[config.mk]
export PLATFORM = sky130hd
export DESIGN_NAME = mli_ctrl
export DESIGN_NICKNAME = d
export VERILOG_FILES = /design/src/rtl/mli_pkg.sv /design/src/rtl/mli_arb.sv /design/src/rtl/mli_ctrl.sv
export SDC_FILE = /design/constraint.sdc
export NUM_CORES = 1
export LEC_CHECK = 0
export BUFFER_PORTS_ARGS = -buffer_cell sky130_fd_sc_hd__buf_2
export CAP_MARGIN = 5
export CORE_MARGIN = 5
export CORE_UTILIZATION = 45
export CTS_CLUSTER_DIAMETER = 40
export DETAILED_ROUTE_END_ITERATION = 8
export PLACE_DENSITY_LB_ADDON = 0.25
export SKIP_CTS_REPAIR_TIMING = 1
export SLEW_MARGIN = 20
export SYNTH_ARGS = -nofsm -noshare
export SYNTH_HDL_FRONTEND = slang
export SYNTH_HIERARCHICAL = 1
export SYNTH_SLANG_ARGS = --single-unit
[constraint.sdc]
create_clock -name pclk -period 4 [get_ports pclk]
set_input_delay 0.4 -clock pclk [delete_from_list [all_inputs] [get_ports pclk]]
set_output_delay 0.4 -clock pclk [all_outputs]
set_load 0.05 [all_outputs]
[src/rtl/mli_pkg.sv]
// package: register map, field positions, codes and carriers of the interrupt controller
package mli_pkg;

  // number of requesting sources; source n requests vector n
  localparam int unsigned NSRC = 16;

  // register indices; byte address is four times the index
  localparam logic [9:0] IDX_STATUS = 10'h000;
  localparam logic [9:0] IDX_ROT    = 10'h001;
  localparam logic [9:0] IDX_CTRL   = 10'h002;

  // reset values
  localparam logic [7:0] RST_STATUS = 8'h00;
  localparam logic [7:0] RST_ROT    = 8'h00;
  localparam logic [7:0] RST_CTRL   = 8'h00;

  // status field positions
  localparam int unsigned BIT_NMI_RUN = 7;
  localparam int unsigned BIT_HI_RUN  = 2;
  localparam int unsigned BIT_MED_RUN = 1;
  localparam int unsigned BIT_LO_RUN  = 0;

  // control field positions
  localparam int unsigned BIT_RR   = 7;
  localparam int unsigned BIT_VSEL = 6;
  localparam int unsigned BIT_HI   = 2;
  localparam int unsigned BIT_MED  = 1;
  localparam int unsigned BIT_LO   = 0;

  // writable control bits; bits 5:3 always read zero
  localparam logic [7:0] CTRL_WMASK = 8'hc7;

  // level codes presented with each request
  localparam logic [1:0] LVL_OFF = 2'h0;
  localparam logic [1:0] LVL_LO  = 2'h1;
  localparam logic [1:0] LVL_MED = 2'h2;
  localparam logic [1:0] LVL_HI  = 2'h3;

  // executing depth, 0 = thread level
  localparam logic [2:0] CUR_LO  = 3'h1;
  localparam logic [2:0] CUR_MED = 3'h2;
  localparam logic [2:0] CUR_HI  = 3'h3;
  localparam logic [2:0] CUR_NMI = 3'h4;

  // request offered to the core
  typedef struct packed {
    logic       nmi;
    logic [1:0] lvl;
    logic [7:0] vec;
  } mli_offer_s;

  // offer state, gray along idle -> show
  typedef enum logic [1:0] {
    OFS_IDLE = 2'h0,
    OFS_SHOW = 2'h1
  } mli_ofs_e;

endpackage : mli_pkg

[src/rtl/mli_arb.sv]
// rotating or static priority pick among the sources of one level, winner given as a 4-bit index
`timescale 1ns/1ns
module mli_arb
  import mli_pkg::*;
(
  // requests of one level
  input  wire logic [NSRC-1:0] req,
  // rotation point and scheme
  input  wire logic [7:0]      rot,
  input  wire logic            rr_en,
  // winner
  output logic                 hit,
  output logic [3:0]           idx
);

  // scan from the lowest rank up so the best rank is written last
  always_comb begin
    logic [3:0] base;
    logic [3:0] j;
    base = rr_en ? rot[3:0] + 4'h1 : 4'h0;
    j    = 4'h0;
    hit  = 1'b0;
    idx  = 4'h0;
    for (int k = NSRC - 1; k >= 0; k--) begin
      j = base + 4'(k);
      if (req[j]) begin
        hit = 1'b1;
        idx = j;
      end
    end
  end

endmodule : mli_arb

[src/rtl/mli_ctrl.sv]
// three-level interrupt controller: apb registers, arbitration and executing flags
// Operation
// - low running flag held through pre-emption
// - rotating mode captures acknowledged low vector
// - rotation point vector ranks lowest
// - software reads and writes rotation point
// - rotation point kept when rotation off
// - rotation enable affects low level only
// - static order, smallest vector first
// - placement select picks boot or application
// - placement select writable only when unlocked
// - control bits 5:3 read zero
// - high enable gates high requests
// - medium enable gates medium requests
// - low enable gates low requests
// - cleared enable ignores from next cycle
// - nonmaskable running flag until return
// - high running flag until return
// - medium running flag until return
//
// The implementer's own choice: register access over APB.
`timescale 1ns/1ns
module mli_ctrl
  import mli_pkg::*;
(
  // clock, reset, enable
  input  wire logic                 pclk,
  input  wire logic                 presetn,
  input  wire logic                 pce,
  // apb slave
  input  wire logic                 psel,
  input  wire logic                 penable,
  input  wire logic                 pwrite,
  input  wire logic [11:0]          paddr,
  input  wire logic [31:0]          pwdata,
  output logic      [31:0]          prdata,
  output logic                      pready,
  output logic                      pslverr,
  // peripheral requests
  input  wire logic [NSRC-1:0]      src_req,
  input  wire logic [NSRC-1:0][1:0] src_lvl,
  input  wire logic                 nmi_req,
  // core side
  output logic                      irq_valid,
  output mli_offer_s                irq_offer,
  input  wire logic                 irq_ack,
  input  wire logic                 return_from_handler,
  input  wire logic                 ccp_unlock,
  output logic                      vector_placement_select
);

  logic [7:0]      status_q;
  logic [7:0]      status_d;
  logic [7:0]      rot_q;
  logic [7:0]      ctrl_q;
  mli_ofs_e        ofs_q;
  mli_offer_s      offer_q;
  mli_offer_s      cand;
  logic            cand_ok;
  logic [2:0]      cur;
  logic [NSRC-1:0] hi_req;
  logic [NSRC-1:0] med_req;
  logic [NSRC-1:0] lo_req;
  logic            hi_hit;
  logic            med_hit;
  logic            lo_hit;
  logic [3:0]      hi_idx;
  logic [3:0]      med_idx;
  logic [3:0]      lo_idx;
  logic            taken;
  logic            acc_wr;
  logic            sel_st;
  logic            sel_rot;
  logic            sel_ctrl;
  logic [7:0]      rd_val;
  logic            bad;
  logic [31:0]     prdata_q;
  logic            pslverr_q;

  ////////////////////////////////////////////////////////////////////////////
  // apb decode

  // one word per register, misaligned or unmapped answers with slverr
  always_comb begin
    sel_st   = 1'b0;
    sel_rot  = 1'b0;
    sel_ctrl = 1'b0;
    bad      = 1'b0;
    rd_val   = 8'h00;
    if (paddr[1:0] != 2'h0) begin
      bad = 1'b1;
    end else if (paddr[11:2] == IDX_STATUS) begin
      sel_st = 1'b1;
      rd_val = status_q;
    end else if (paddr[11:2] == IDX_ROT) begin
      sel_rot = 1'b1;
      rd_val  = rot_q;
    end else if (paddr[11:2] == IDX_CTRL) begin
      sel_ctrl = 1'b1;
      rd_val   = ctrl_q;
    end else begin
      bad = 1'b1;
    end
  end

  // zero wait states: data is caught in setup so it comes from flops
  assign pready  = 1'b1;
  assign acc_wr  = psel && penable && pwrite;
  assign prdata  = prdata_q;
  assign pslverr = pslverr_q;

  // read data and error caught in the setup phase
  always_ff @(posedge pclk or negedge presetn) begin
    if (!presetn) begin
      prdata_q  <= 32'h0000_0000;
      pslverr_q <= 1'b0;
    end else if (pce) begin
      if (psel && !penable) begin
        prdata_q  <= {24'h00_0000, rd_val};
        pslverr_q <= bad;
      end
    end
  end

  ////////////////////////////////////////////////////////////////////////////
  // registers

  // placement select drives the vector base
  assign vector_placement_select = ctrl_q[BIT_VSEL];

  // control: reserved bits stay zero, placement guarded by the unlock
  always_ff @(posedge pclk or negedge presetn) begin
    if (!presetn) begin
      ctrl_q <= RST_CTRL;
    end else if (pce) begin
      if (acc_wr && sel_ctrl) begin
        ctrl_q <= pwdata[7:0] & CTRL_WMASK;
        if (!ccp_unlock) begin
          ctrl_q[BIT_VSEL] <= ctrl_q[BIT_VSEL];
        end
      end
    end
  end

  // rotation point: the hardware capture beats a software write
  always_ff @(posedge pclk or negedge presetn) begin
    if (!presetn) begin
      rot_q <= RST_ROT;
    end else if (pce) begin
      if (taken && !offer_q.nmi && offer_q.lvl == LVL_LO && ctrl_q[BIT_RR]) begin
        rot_q <= offer_q.vec;
      end else if (acc_wr && sel_rot) begin
        rot_q <= pwdata[7:0];
      end
      // no reinit when rotation is off
    end
  end

  ////////////////////////////////////////////////////////////////////////////
  // request sorting and arbitration

  for (genvar i = 0; i < NSRC; i++) begin : g_src
    assign hi_req[i]  = src_req[i] && (src_lvl[i] == LVL_HI);
    assign med_req[i] = src_req[i] && (src_lvl[i] == LVL_MED);
    assign lo_req[i]  = src_req[i] && (src_lvl[i] == LVL_LO);
  end

  // high and medium always static
  mli_arb u_hi (
    .req   (hi_req),
    .rot   (8'h00),
    .rr_en (1'b0),
    .hit   (hi_hit),
    .idx   (hi_idx)
  );

  mli_arb u_med (
    .req   (med_req),
    .rot   (8'h00),
    .rr_en (1'b0),
    .hit   (med_hit),
    .idx   (med_idx)
  );

  mli_arb u_lo (
    .req   (lo_req),
    .rot   (rot_q),
    .rr_en (ctrl_q[BIT_RR]),
    .hit   (lo_hit),
    .idx   (lo_idx)
  );

  // executing depth from the running flags
  always_comb begin
    if (status_q[BIT_NMI_RUN]) begin
      cur = CUR_NMI;
    end else if (status_q[BIT_HI_RUN]) begin
      cur = CUR_HI;
    end else if (status_q[BIT_MED_RUN]) begin
      cur = CUR_MED;
    end else if (status_q[BIT_LO_RUN]) begin
      cur = CUR_LO;
    end else begin
      cur = 3'h0;
    end
  end

  // pick the best enabled level above the executing one
  always_comb begin
    cand    = '0;
    cand_ok = 1'b0;
    if (nmi_req && !status_q[BIT_NMI_RUN]) begin
      cand_ok  = 1'b1;
      cand.nmi = 1'b1;
      cand.lvl = LVL_HI;
    end else if (hi_hit && ctrl_q[BIT_HI] && cur < CUR_HI) begin
      cand_ok  = 1'b1;
      cand.lvl = LVL_HI;
      cand.vec = {4'h0, hi_idx};
    end else if (med_hit && ctrl_q[BIT_MED] && cur < CUR_MED) begin
      cand_ok  = 1'b1;
      cand.lvl = LVL_MED;
      cand.vec = {4'h0, med_idx};
    end else if (lo_hit && ctrl_q[BIT_LO] && cur < CUR_LO) begin
      cand_ok  = 1'b1;
      cand.lvl = LVL_LO;
      cand.vec = {4'h0, lo_idx};
    end
  end

  ////////////////////////////////////////////////////////////////////////////
  // offer to the core

  assign irq_valid = (ofs_q == OFS_SHOW);
  assign irq_offer = offer_q;
  assign taken     = irq_ack && irq_valid;

  // offer refreshed each cycle so a higher arrival replaces a lower one
  always_ff @(posedge pclk or negedge presetn) begin
    if (!presetn) begin
      ofs_q   <= OFS_IDLE;
      offer_q <= '0;
    end else if (pce) begin
      case (ofs_q)
        OFS_IDLE: begin
          if (cand_ok) begin
            ofs_q   <= OFS_SHOW;
            offer_q <= cand;
          end
        end
        OFS_SHOW: begin
          if (taken || !cand_ok) begin
            ofs_q <= OFS_IDLE;
          end else begin
            offer_q <= cand;
          end
        end
        default: begin
          ofs_q <= OFS_IDLE;
        end
      endcase
    end
  end

  ////////////////////////////////////////////////////////////////////////////
  // executing flags

  // return clears the deepest flag, an ack in the same cycle still sets
  always_comb begin
    status_d = status_q;
    if (return_from_handler) begin
      if (status_q[BIT_NMI_RUN]) begin
        status_d[BIT_NMI_RUN] = 1'b0;
      end else if (status_q[BIT_HI_RUN]) begin
        status_d[BIT_HI_RUN] = 1'b0;
      end else if (status_q[BIT_MED_RUN]) begin
        status_d[BIT_MED_RUN] = 1'b0;
      end else begin
        status_d[BIT_LO_RUN] = 1'b0;
      end
    end
    if (taken) begin
      if (offer_q.nmi) begin
        status_d[BIT_NMI_RUN] = 1'b1;
      end else if (offer_q.lvl == LVL_HI) begin
        status_d[BIT_HI_RUN] = 1'b1;
      end else if (offer_q.lvl == LVL_MED) begin
        status_d[BIT_MED_RUN] = 1'b1;
      end else begin
        status_d[BIT_LO_RUN] = 1'b1;
      end
    end
  end

  // bus writes never reach the status flops
  always_ff @(posedge pclk or negedge presetn) begin
    if (!presetn) begin
      status_q <= RST_STATUS;
    end else if (pce) begin
      status_q <= status_d;
    end
  end
endmodule : mli_ctrl

# Yosys cells after proc, flatten, opt, wreduce, memory -nomap -nowiden
# Index checks and enable logic that the tools add are counted.
# totals
elab_cells	361
regBits	39
# classes
order_cmp	19
n_mux	179
addsub	16
n_reduce_logical	80
eq_ne	57
# ops
operator	n
2-to-1 mux 4 bit	49
2-to-1 mux 1 bit	88
less-than comparator 4 x 5 -> 1 bit, second input constant	16
equality test 2 bit, second input constant	34
binary-select mux 1 bit (select 4 bit)	16
logical AND 1 bit	64
2-to-1 mux 8 bit	7
equality test 2 x 1 -> 1 bit, second input constant	18
adder 4 bit, second input constant	8
2-to-1 mux 11 bit	2
one-hot mux 11 bit (2 select lines)	1
2-to-1 mux 10 bit	2
adder 4 x 3 -> 4 bit, second input constant	4
2-to-1 mux 3 bit	5
2-to-1 mux 2 bit	7
equality test 10 x 1 -> 1 bit, second input constant	1
equality test 10 x 2 -> 1 bit, second input constant	1
zero test 10 bit	1
2-to-1 mux 9 bit	1
adder 4 x 1 -> 4 bit, second input constant	2
adder 4 x 2 -> 4 bit, second input constant	2
less-than comparator 3 x 2 -> 1 bit, second input constant	2
AND reduction 2 bit	3
AND reduction 3 bit	2
9 further kinds	15

# Longest topological paths before layout
# depth
depth_word	31
mapped_depth	19
depth_no_buf	16

# Hierarchy
# Netlist, hierarchy kept.
# modules_own_cells
mod	cells_each	area_per_inst_um2	n_inst
mli_arb	319	2469.9	3
mli_ctrl	273	2336.0	1

# Least setup slack after synthesis
# No wires, ideal clock.
# synth_path
kind	register -> register
from	reg rot_q[0]
to	reg offer_q, in the netlist irq_offer[0]
t_arrival_ns	3.923
slack_ns	-0.048
setup_time_ns	0.125
path_buffers	2
path_stages_with_launch	17
period_less_slack_ns	4.048
path_cell_list	dfrtp_1 -> ha_1 -> nand2_1 -> inv_1 -> buf_2 -> ha_1 -> clkbuf_1 -> nand2_1 -> xnor2_1 -> mux4_2 -> nor3_1 -> and4b_1 -> nand4_1 -> and3b_1 -> and2_1 -> o211ai_2 -> mux2_2
# synth_via
elab_chain_len	31
word_cells_on_any_way	99
# synth_lines
element	line	rtl
start: declaration	mli_ctrl.sv:54	logic [7:0] rot_q;
start signal: assignment	mli_ctrl.sv:151	rot_q <= offer_q.vec;
start signal: assignment	mli_ctrl.sv:153	rot_q <= pwdata[7:0];
adder 4 x 1 -> 4 bit (*)	mli_arb.sv:20	base = rr_en ? rot[3:0] + 4'h1 : 4'h0;
2-to-1 mux 4 bit (*)	mli_arb.sv:20	
adder 4 bit	mli_arb.sv:25	j = base + 4'(k);
binary-select mux 1 bit (select 4 bit)	mli_arb.sv:26	if (req[j]) begin
2-to-1 mux 1 bit (implied by the code)	mli_arb.sv:26	
2-to-1 mux 1 bit (15 in a row)	mli_arb.sv:26	
2-to-1 mux 1 bit (*)	mli_arb.sv:26	
via lo_hit	mli_ctrl.sv:66	logic lo_hit;
logical AND 1 bit (*) (2 in a row)	mli_ctrl.sv:224	end else if (lo_hit && ctrl_q[BIT_LO] && cur < CUR_LO) begin
2-to-1 mux 1 bit	mli_ctrl.sv:224	
2-to-1 mux 1 bit	mli_ctrl.sv:220	end else if (med_hit && ctrl_q[BIT_MED] && cur < CUR_MED) begin
2-to-1 mux 1 bit	mli_ctrl.sv:216	end else if (hi_hit && ctrl_q[BIT_HI] && cur < CUR_HI) begin
2-to-1 mux 1 bit	mli_ctrl.sv:212	if (nmi_req && !status_q[BIT_NMI_RUN]) begin
zero test 1 bit	mli_ctrl.sv:252	if (taken || !cand_ok) begin
logical OR 1 bit	mli_ctrl.sv:252	
!= test 2 bit (no line)	n/a	
AND reduction 4 bit (no line)	n/a	
end signal: assignment	mli_ctrl.sv:248	offer_q <= cand;
end signal: assignment	mli_ctrl.sv:255	offer_q <= cand;
end: declaration	mli_ctrl.sv:57	mli_offer_s offer_q;
# The timed path passes the listed nets; every way through them passes the cells marked *. The select of a mux whose other input is x is not followed.
# A chain may end at the register's enable or synchronous reset.

# Final worst setup path
# layout_path
from	reg rot_q[0]
to	reg offer_q, in the netlist irq_offer[9]
# layout_via
elab_chain_len	31
word_cells_on_any_way	76
# layout_lines
element	line
adder 4 x 1 -> 4 bit (*)	mli_arb.sv:20
2-to-1 mux 4 bit (*)	mli_arb.sv:20
adder 4 bit	mli_arb.sv:25
binary-select mux 1 bit (select 4 bit)	mli_arb.sv:26
2-to-1 mux 1 bit (implied by the code)	mli_arb.sv:26
2-to-1 mux 1 bit (15 in a row)	mli_arb.sv:26
2-to-1 mux 1 bit (*)	mli_arb.sv:26
via lo_hit	mli_ctrl.sv:66
logical AND 1 bit (*) (2 in a row)	mli_ctrl.sv:224
2-to-1 mux 1 bit (*)	mli_ctrl.sv:224
2-to-1 mux 1 bit (*)	mli_ctrl.sv:220
2-to-1 mux 1 bit (*)	mli_ctrl.sv:216
2-to-1 mux 1 bit (*)	mli_ctrl.sv:212
zero test 1 bit	mli_ctrl.sv:252
logical OR 1 bit	mli_ctrl.sv:252
!= test 2 bit (no line)	n/a
AND reduction 4 bit (no line) (*)	n/a
# Marked as above.

==> results.tsv <==
stage	metric	value	unit
die	# IOs	149	
routing	drt wl/cell	19.8	um
layout	most frequent cells in the layout	nor2_1 (127), nand2_1 (112), buf_2 (95)	
cts	CTS tree	yes	
layout	most common cell after layout, fill and taps aside	nor2_1	
critical_path	Req. time, crit path	4.16	ns
sta	RSZ-0062 raised after global routing	false	
sta	Fmax	0.261	GHz
synthesis	post-synth cell types	94	
synthesis	multiplexer share of the synthesized area	16.7	%
die	core area	0.0212	mm^2
power	LEAKAGE	4.85	nW
synthesis	Post-Syn Area	0.00975	mm^2
synthesis	sequential fraction of the synthesis area	8.73	%
critical_path	endpoint type of the worst setup path	flop	
global_routing	number of global-route vias before repair	9458	
place	DP Area	0.0106	mm^2
place	PortBufs	95	
die	Die W	157	um
synthesis	post-synthesis compound-gate area fraction	30.8	%
critical_path	slowest library cell on the worst path	mux2_2	
critical_path	Arr. time, crit path	3.99	ns
layout	non-filler instance count after layout	1631	
critical_path	CP cell instances	buf_4 -> buf_4 -> and3b_1 -> a211o_1 -> and2_1 -> mux2_2 -> a21oi_2 -> nand2b_1 -> and4b_1 -> nand4_1 -> and3b_2 -> and2_1 -> o211ai_4 -> mux2_2	
power	PwrDens	208	mW/mm^2
synthesis	xor and xnor area share after synthesis	6.59	%
sta	post-layout min period	3.84	ns
sta	Final Skew	0.00164	ns
run_status	outcome	complete, no violations	
routing	DRT Pass-1 Iters	5	
die	Starting Density	46.1	%
layout	fin area	0.0108	mm^2
sta	Final setup viols	0	
sta	Tcrit/Tclk final	95.9	%
synthesis	post-synthesis simple-gate area fraction	27.9	%
sta	Hold Vio Cnt, Final	0	
layout	# nets final	1469	
cts	CTS Buf Count	5	
routing	Residual DRC	0	
layout	diode count	0	
global_routing	gr ovfl total	0	
synthesis	synth top area cells	dfrtp_1 (8.7%), mux2i_1 (7.0%), mux4_2 (5.5%)	
sta	Rel. slew slack	36.5	%
global_routing	pin count of the biggest net entering global routing	38	
synthesis	yosys warns	6	
critical_path	flop2flop setup slack	0.16	ns
synthesis	Seq cells post-synth	34	
cts	number of clock sinks	34	
routing	total number of vias	10400	
synthesis	Post-Syn Instances	1230	
die	site row count	53	
layout	ratio of cells with drive above 1 in the final layout	23.5	%
sta	worst slew pin tran	0.929	ns
critical_path	CP peak stage delay	0.37	ns
synthesis	Synth top area share	8.73	%
place	placed cell count	1619	
critical_path	top cell family by delay on the critical path	simple AND/OR/NAND/NOR gates	
cts	Max Root-Sink Buffers	2	
global_routing	initial antenna violation count	0	
worst_hold_path	Tightest Hold Check Type	input port to asynchronous set/reset pin	
place	DP HPWL	26000	um
global_routing	Total GRT Usage	25.2	%
power	Max VDD drop	0.306	mV
routing	Via density	6.38	
synthesis	Post-synth ARST share	100	%
routing	Initial DRC Count	1155	
global_routing	first-pass GRT wire length	51100	um
cts	clock latency at the later pin of the worst-skew pair	0.27	ns
synthesis	Synth Area in Adders	1.54	%
critical_path	Worst Path Max Fanout	18	
place	GP Congestion	1.02	
sta	Slew Limit Fails	0	
critical_path	crit start category	flop	
routing	remaining antenna violation count	0	
synthesis	Synth area leader	dfrtp_1	
synthesis	largest family of logic cells by synthesized area	compound AO/OA/AOI/OAI gates	
synthesis	number of flops mapped to enable cells by yosys	0	
layout	P&R area growth vs syn	11.2	%
layout	layout filler cell count	2113	
power	total power	0.00225	W
routing	routed wire length	32300	um
run	max_cap viols	0	
cts	H-tree Lvls	2	
cts	Root Driver	clkbuf_16	
sta	setup TNS	0	ns
critical_path	Buf/Inv on CP	2	
die	die area	0.0247	mm^2
synthesis	prevailing post-synth register cell	dfrtp_1	
critical_path	kind of critical path	flop to flop	
synthesis	Mapped Avg Cell Area	7.92	um^2
die	die height	157	um
cts	Clk pin slew, worst setup/hold paths	0.05	ns
[per-stage QoR]
| step | utilization (%) | hold WS (ns) | setup slack, ns |
|---|---|---|---|
| 6_report | 51.2 | 0.194 | 0.163 |
| 2_1_floorplan | - | 0.104 | 0.0462 |
| 3_3_place_gp | 50.2 | 0.462 | 0.0989 |
| 4_1_cts | 50.9 | 0.229 | 0.0556 |
| 3_5_place_dp | 50.2 | 0.458 | 0.0727 |
| 5_1_grt | 51.2 | 0.271 | 0.0119 |
[power by group]
group | internal, W | total (W) | leakage [nW] | switching [W]
clock | 0.000246 | 0.000378 | 0.0739 | 0.000132
sequential | 0.000365 | 0.000394 | 0.444 | 0.0000288
combinational | 0.000565 | 0.00148 | 4.33 | 0.000915
total | 0.00118 | 0.00225 | 4.85 | 0.00108
[cells in the mapped netlist, drive strengths merged (7+ instances only)]
cell / n
nor2: 127
nand2: 118
a21oi: 81
buf: 72
mux2i: 71
o21ai: 46
xnor2: 42
nor2b: 35
dfrtp: 34
mux2: 30
a211oi: 27
and3b: 27
nor3: 27
a211o: 24
and3: 24
mux4: 24
and2: 23
clkbuf: 23
nand3: 23
nand2b: 22
nand4: 22
inv: 21
a31oi: 19
a2111oi: 18
o21a: 15
a22oi: 12
ha: 12
nor3b: 12
o2111ai: 12
o22ai: 12
o211ai: 11
o31ai: 11
a2111o: 9
a221oi: 9
a22o: 9
o21bai: 9
or2: 9
o221ai: 7
[registers in the layout (all words and copies together) (netlist names)]
| signal | flops |
|---|---|
| prdata | 8 |
| irq_offer | 7 |
| pslverr | 1 |
| ofs_q | 1 |
| status_q | 4 |
| rot_q | 8 |
| ctrl_q | 5 |
[worst paths after layout]
check,start,endpoint,cells after the start
max,rot_q[0]$_DFFE_PN0P_,irq_offer[9]$_DFFE_PN0P_,14
min,presetn,ctrl_q[6]$_DFFE_PN0P_,1
max reg2reg,rot_q[0]$_DFFE_PN0P_,irq_offer[9]$_DFFE_PN0P_,14
min reg2reg,prdata[0]$_DFFE_PN0P_,prdata[0]$_DFFE_PN0P_,2
max in group asynchronous,presetn,ctrl_q[7]$_DFFE_PN0P_,1
min in group pclk,pwdata[4],rot_q[4]$_DFFE_PN0P_,2
[routing by layer]
metal  GRT usage, %  vias up  wire, um
li1               -     4920         -
met2           41.6      485     15000
met3           2.31       74      2560
met4           7.29        0       950
met5              0        -         0
met1           35.2     4928     13800
[logic make-up after synthesis]
logic type / Yosys count
compound gates: 392
xor+xnor: 45
fa+ha+maj: 12
buf+inv: 119
flops: 34
mux: 125
other cells: 2
simple gates: 501
[final cells by class]
| class | instances | area [um^2] | share of cell area (%) |
|---|---|---|---|
| multi-input cells | 1126 | 8380 | 77.3 |
| repair buffers | 164 | 1010 | 9.28 |
| flip-flops and latches | 34 | 852 | 7.86 |
| well taps | 275 | 344 | 3.18 |
| clock buffers | 7 | 143 | 1.32 |
| inverters | 24 | 105 | 0.970 |
| clock inverters | 1 | 5.00 | 0.0462 |
No activity file was read; power rests on OpenSTA's default activity.
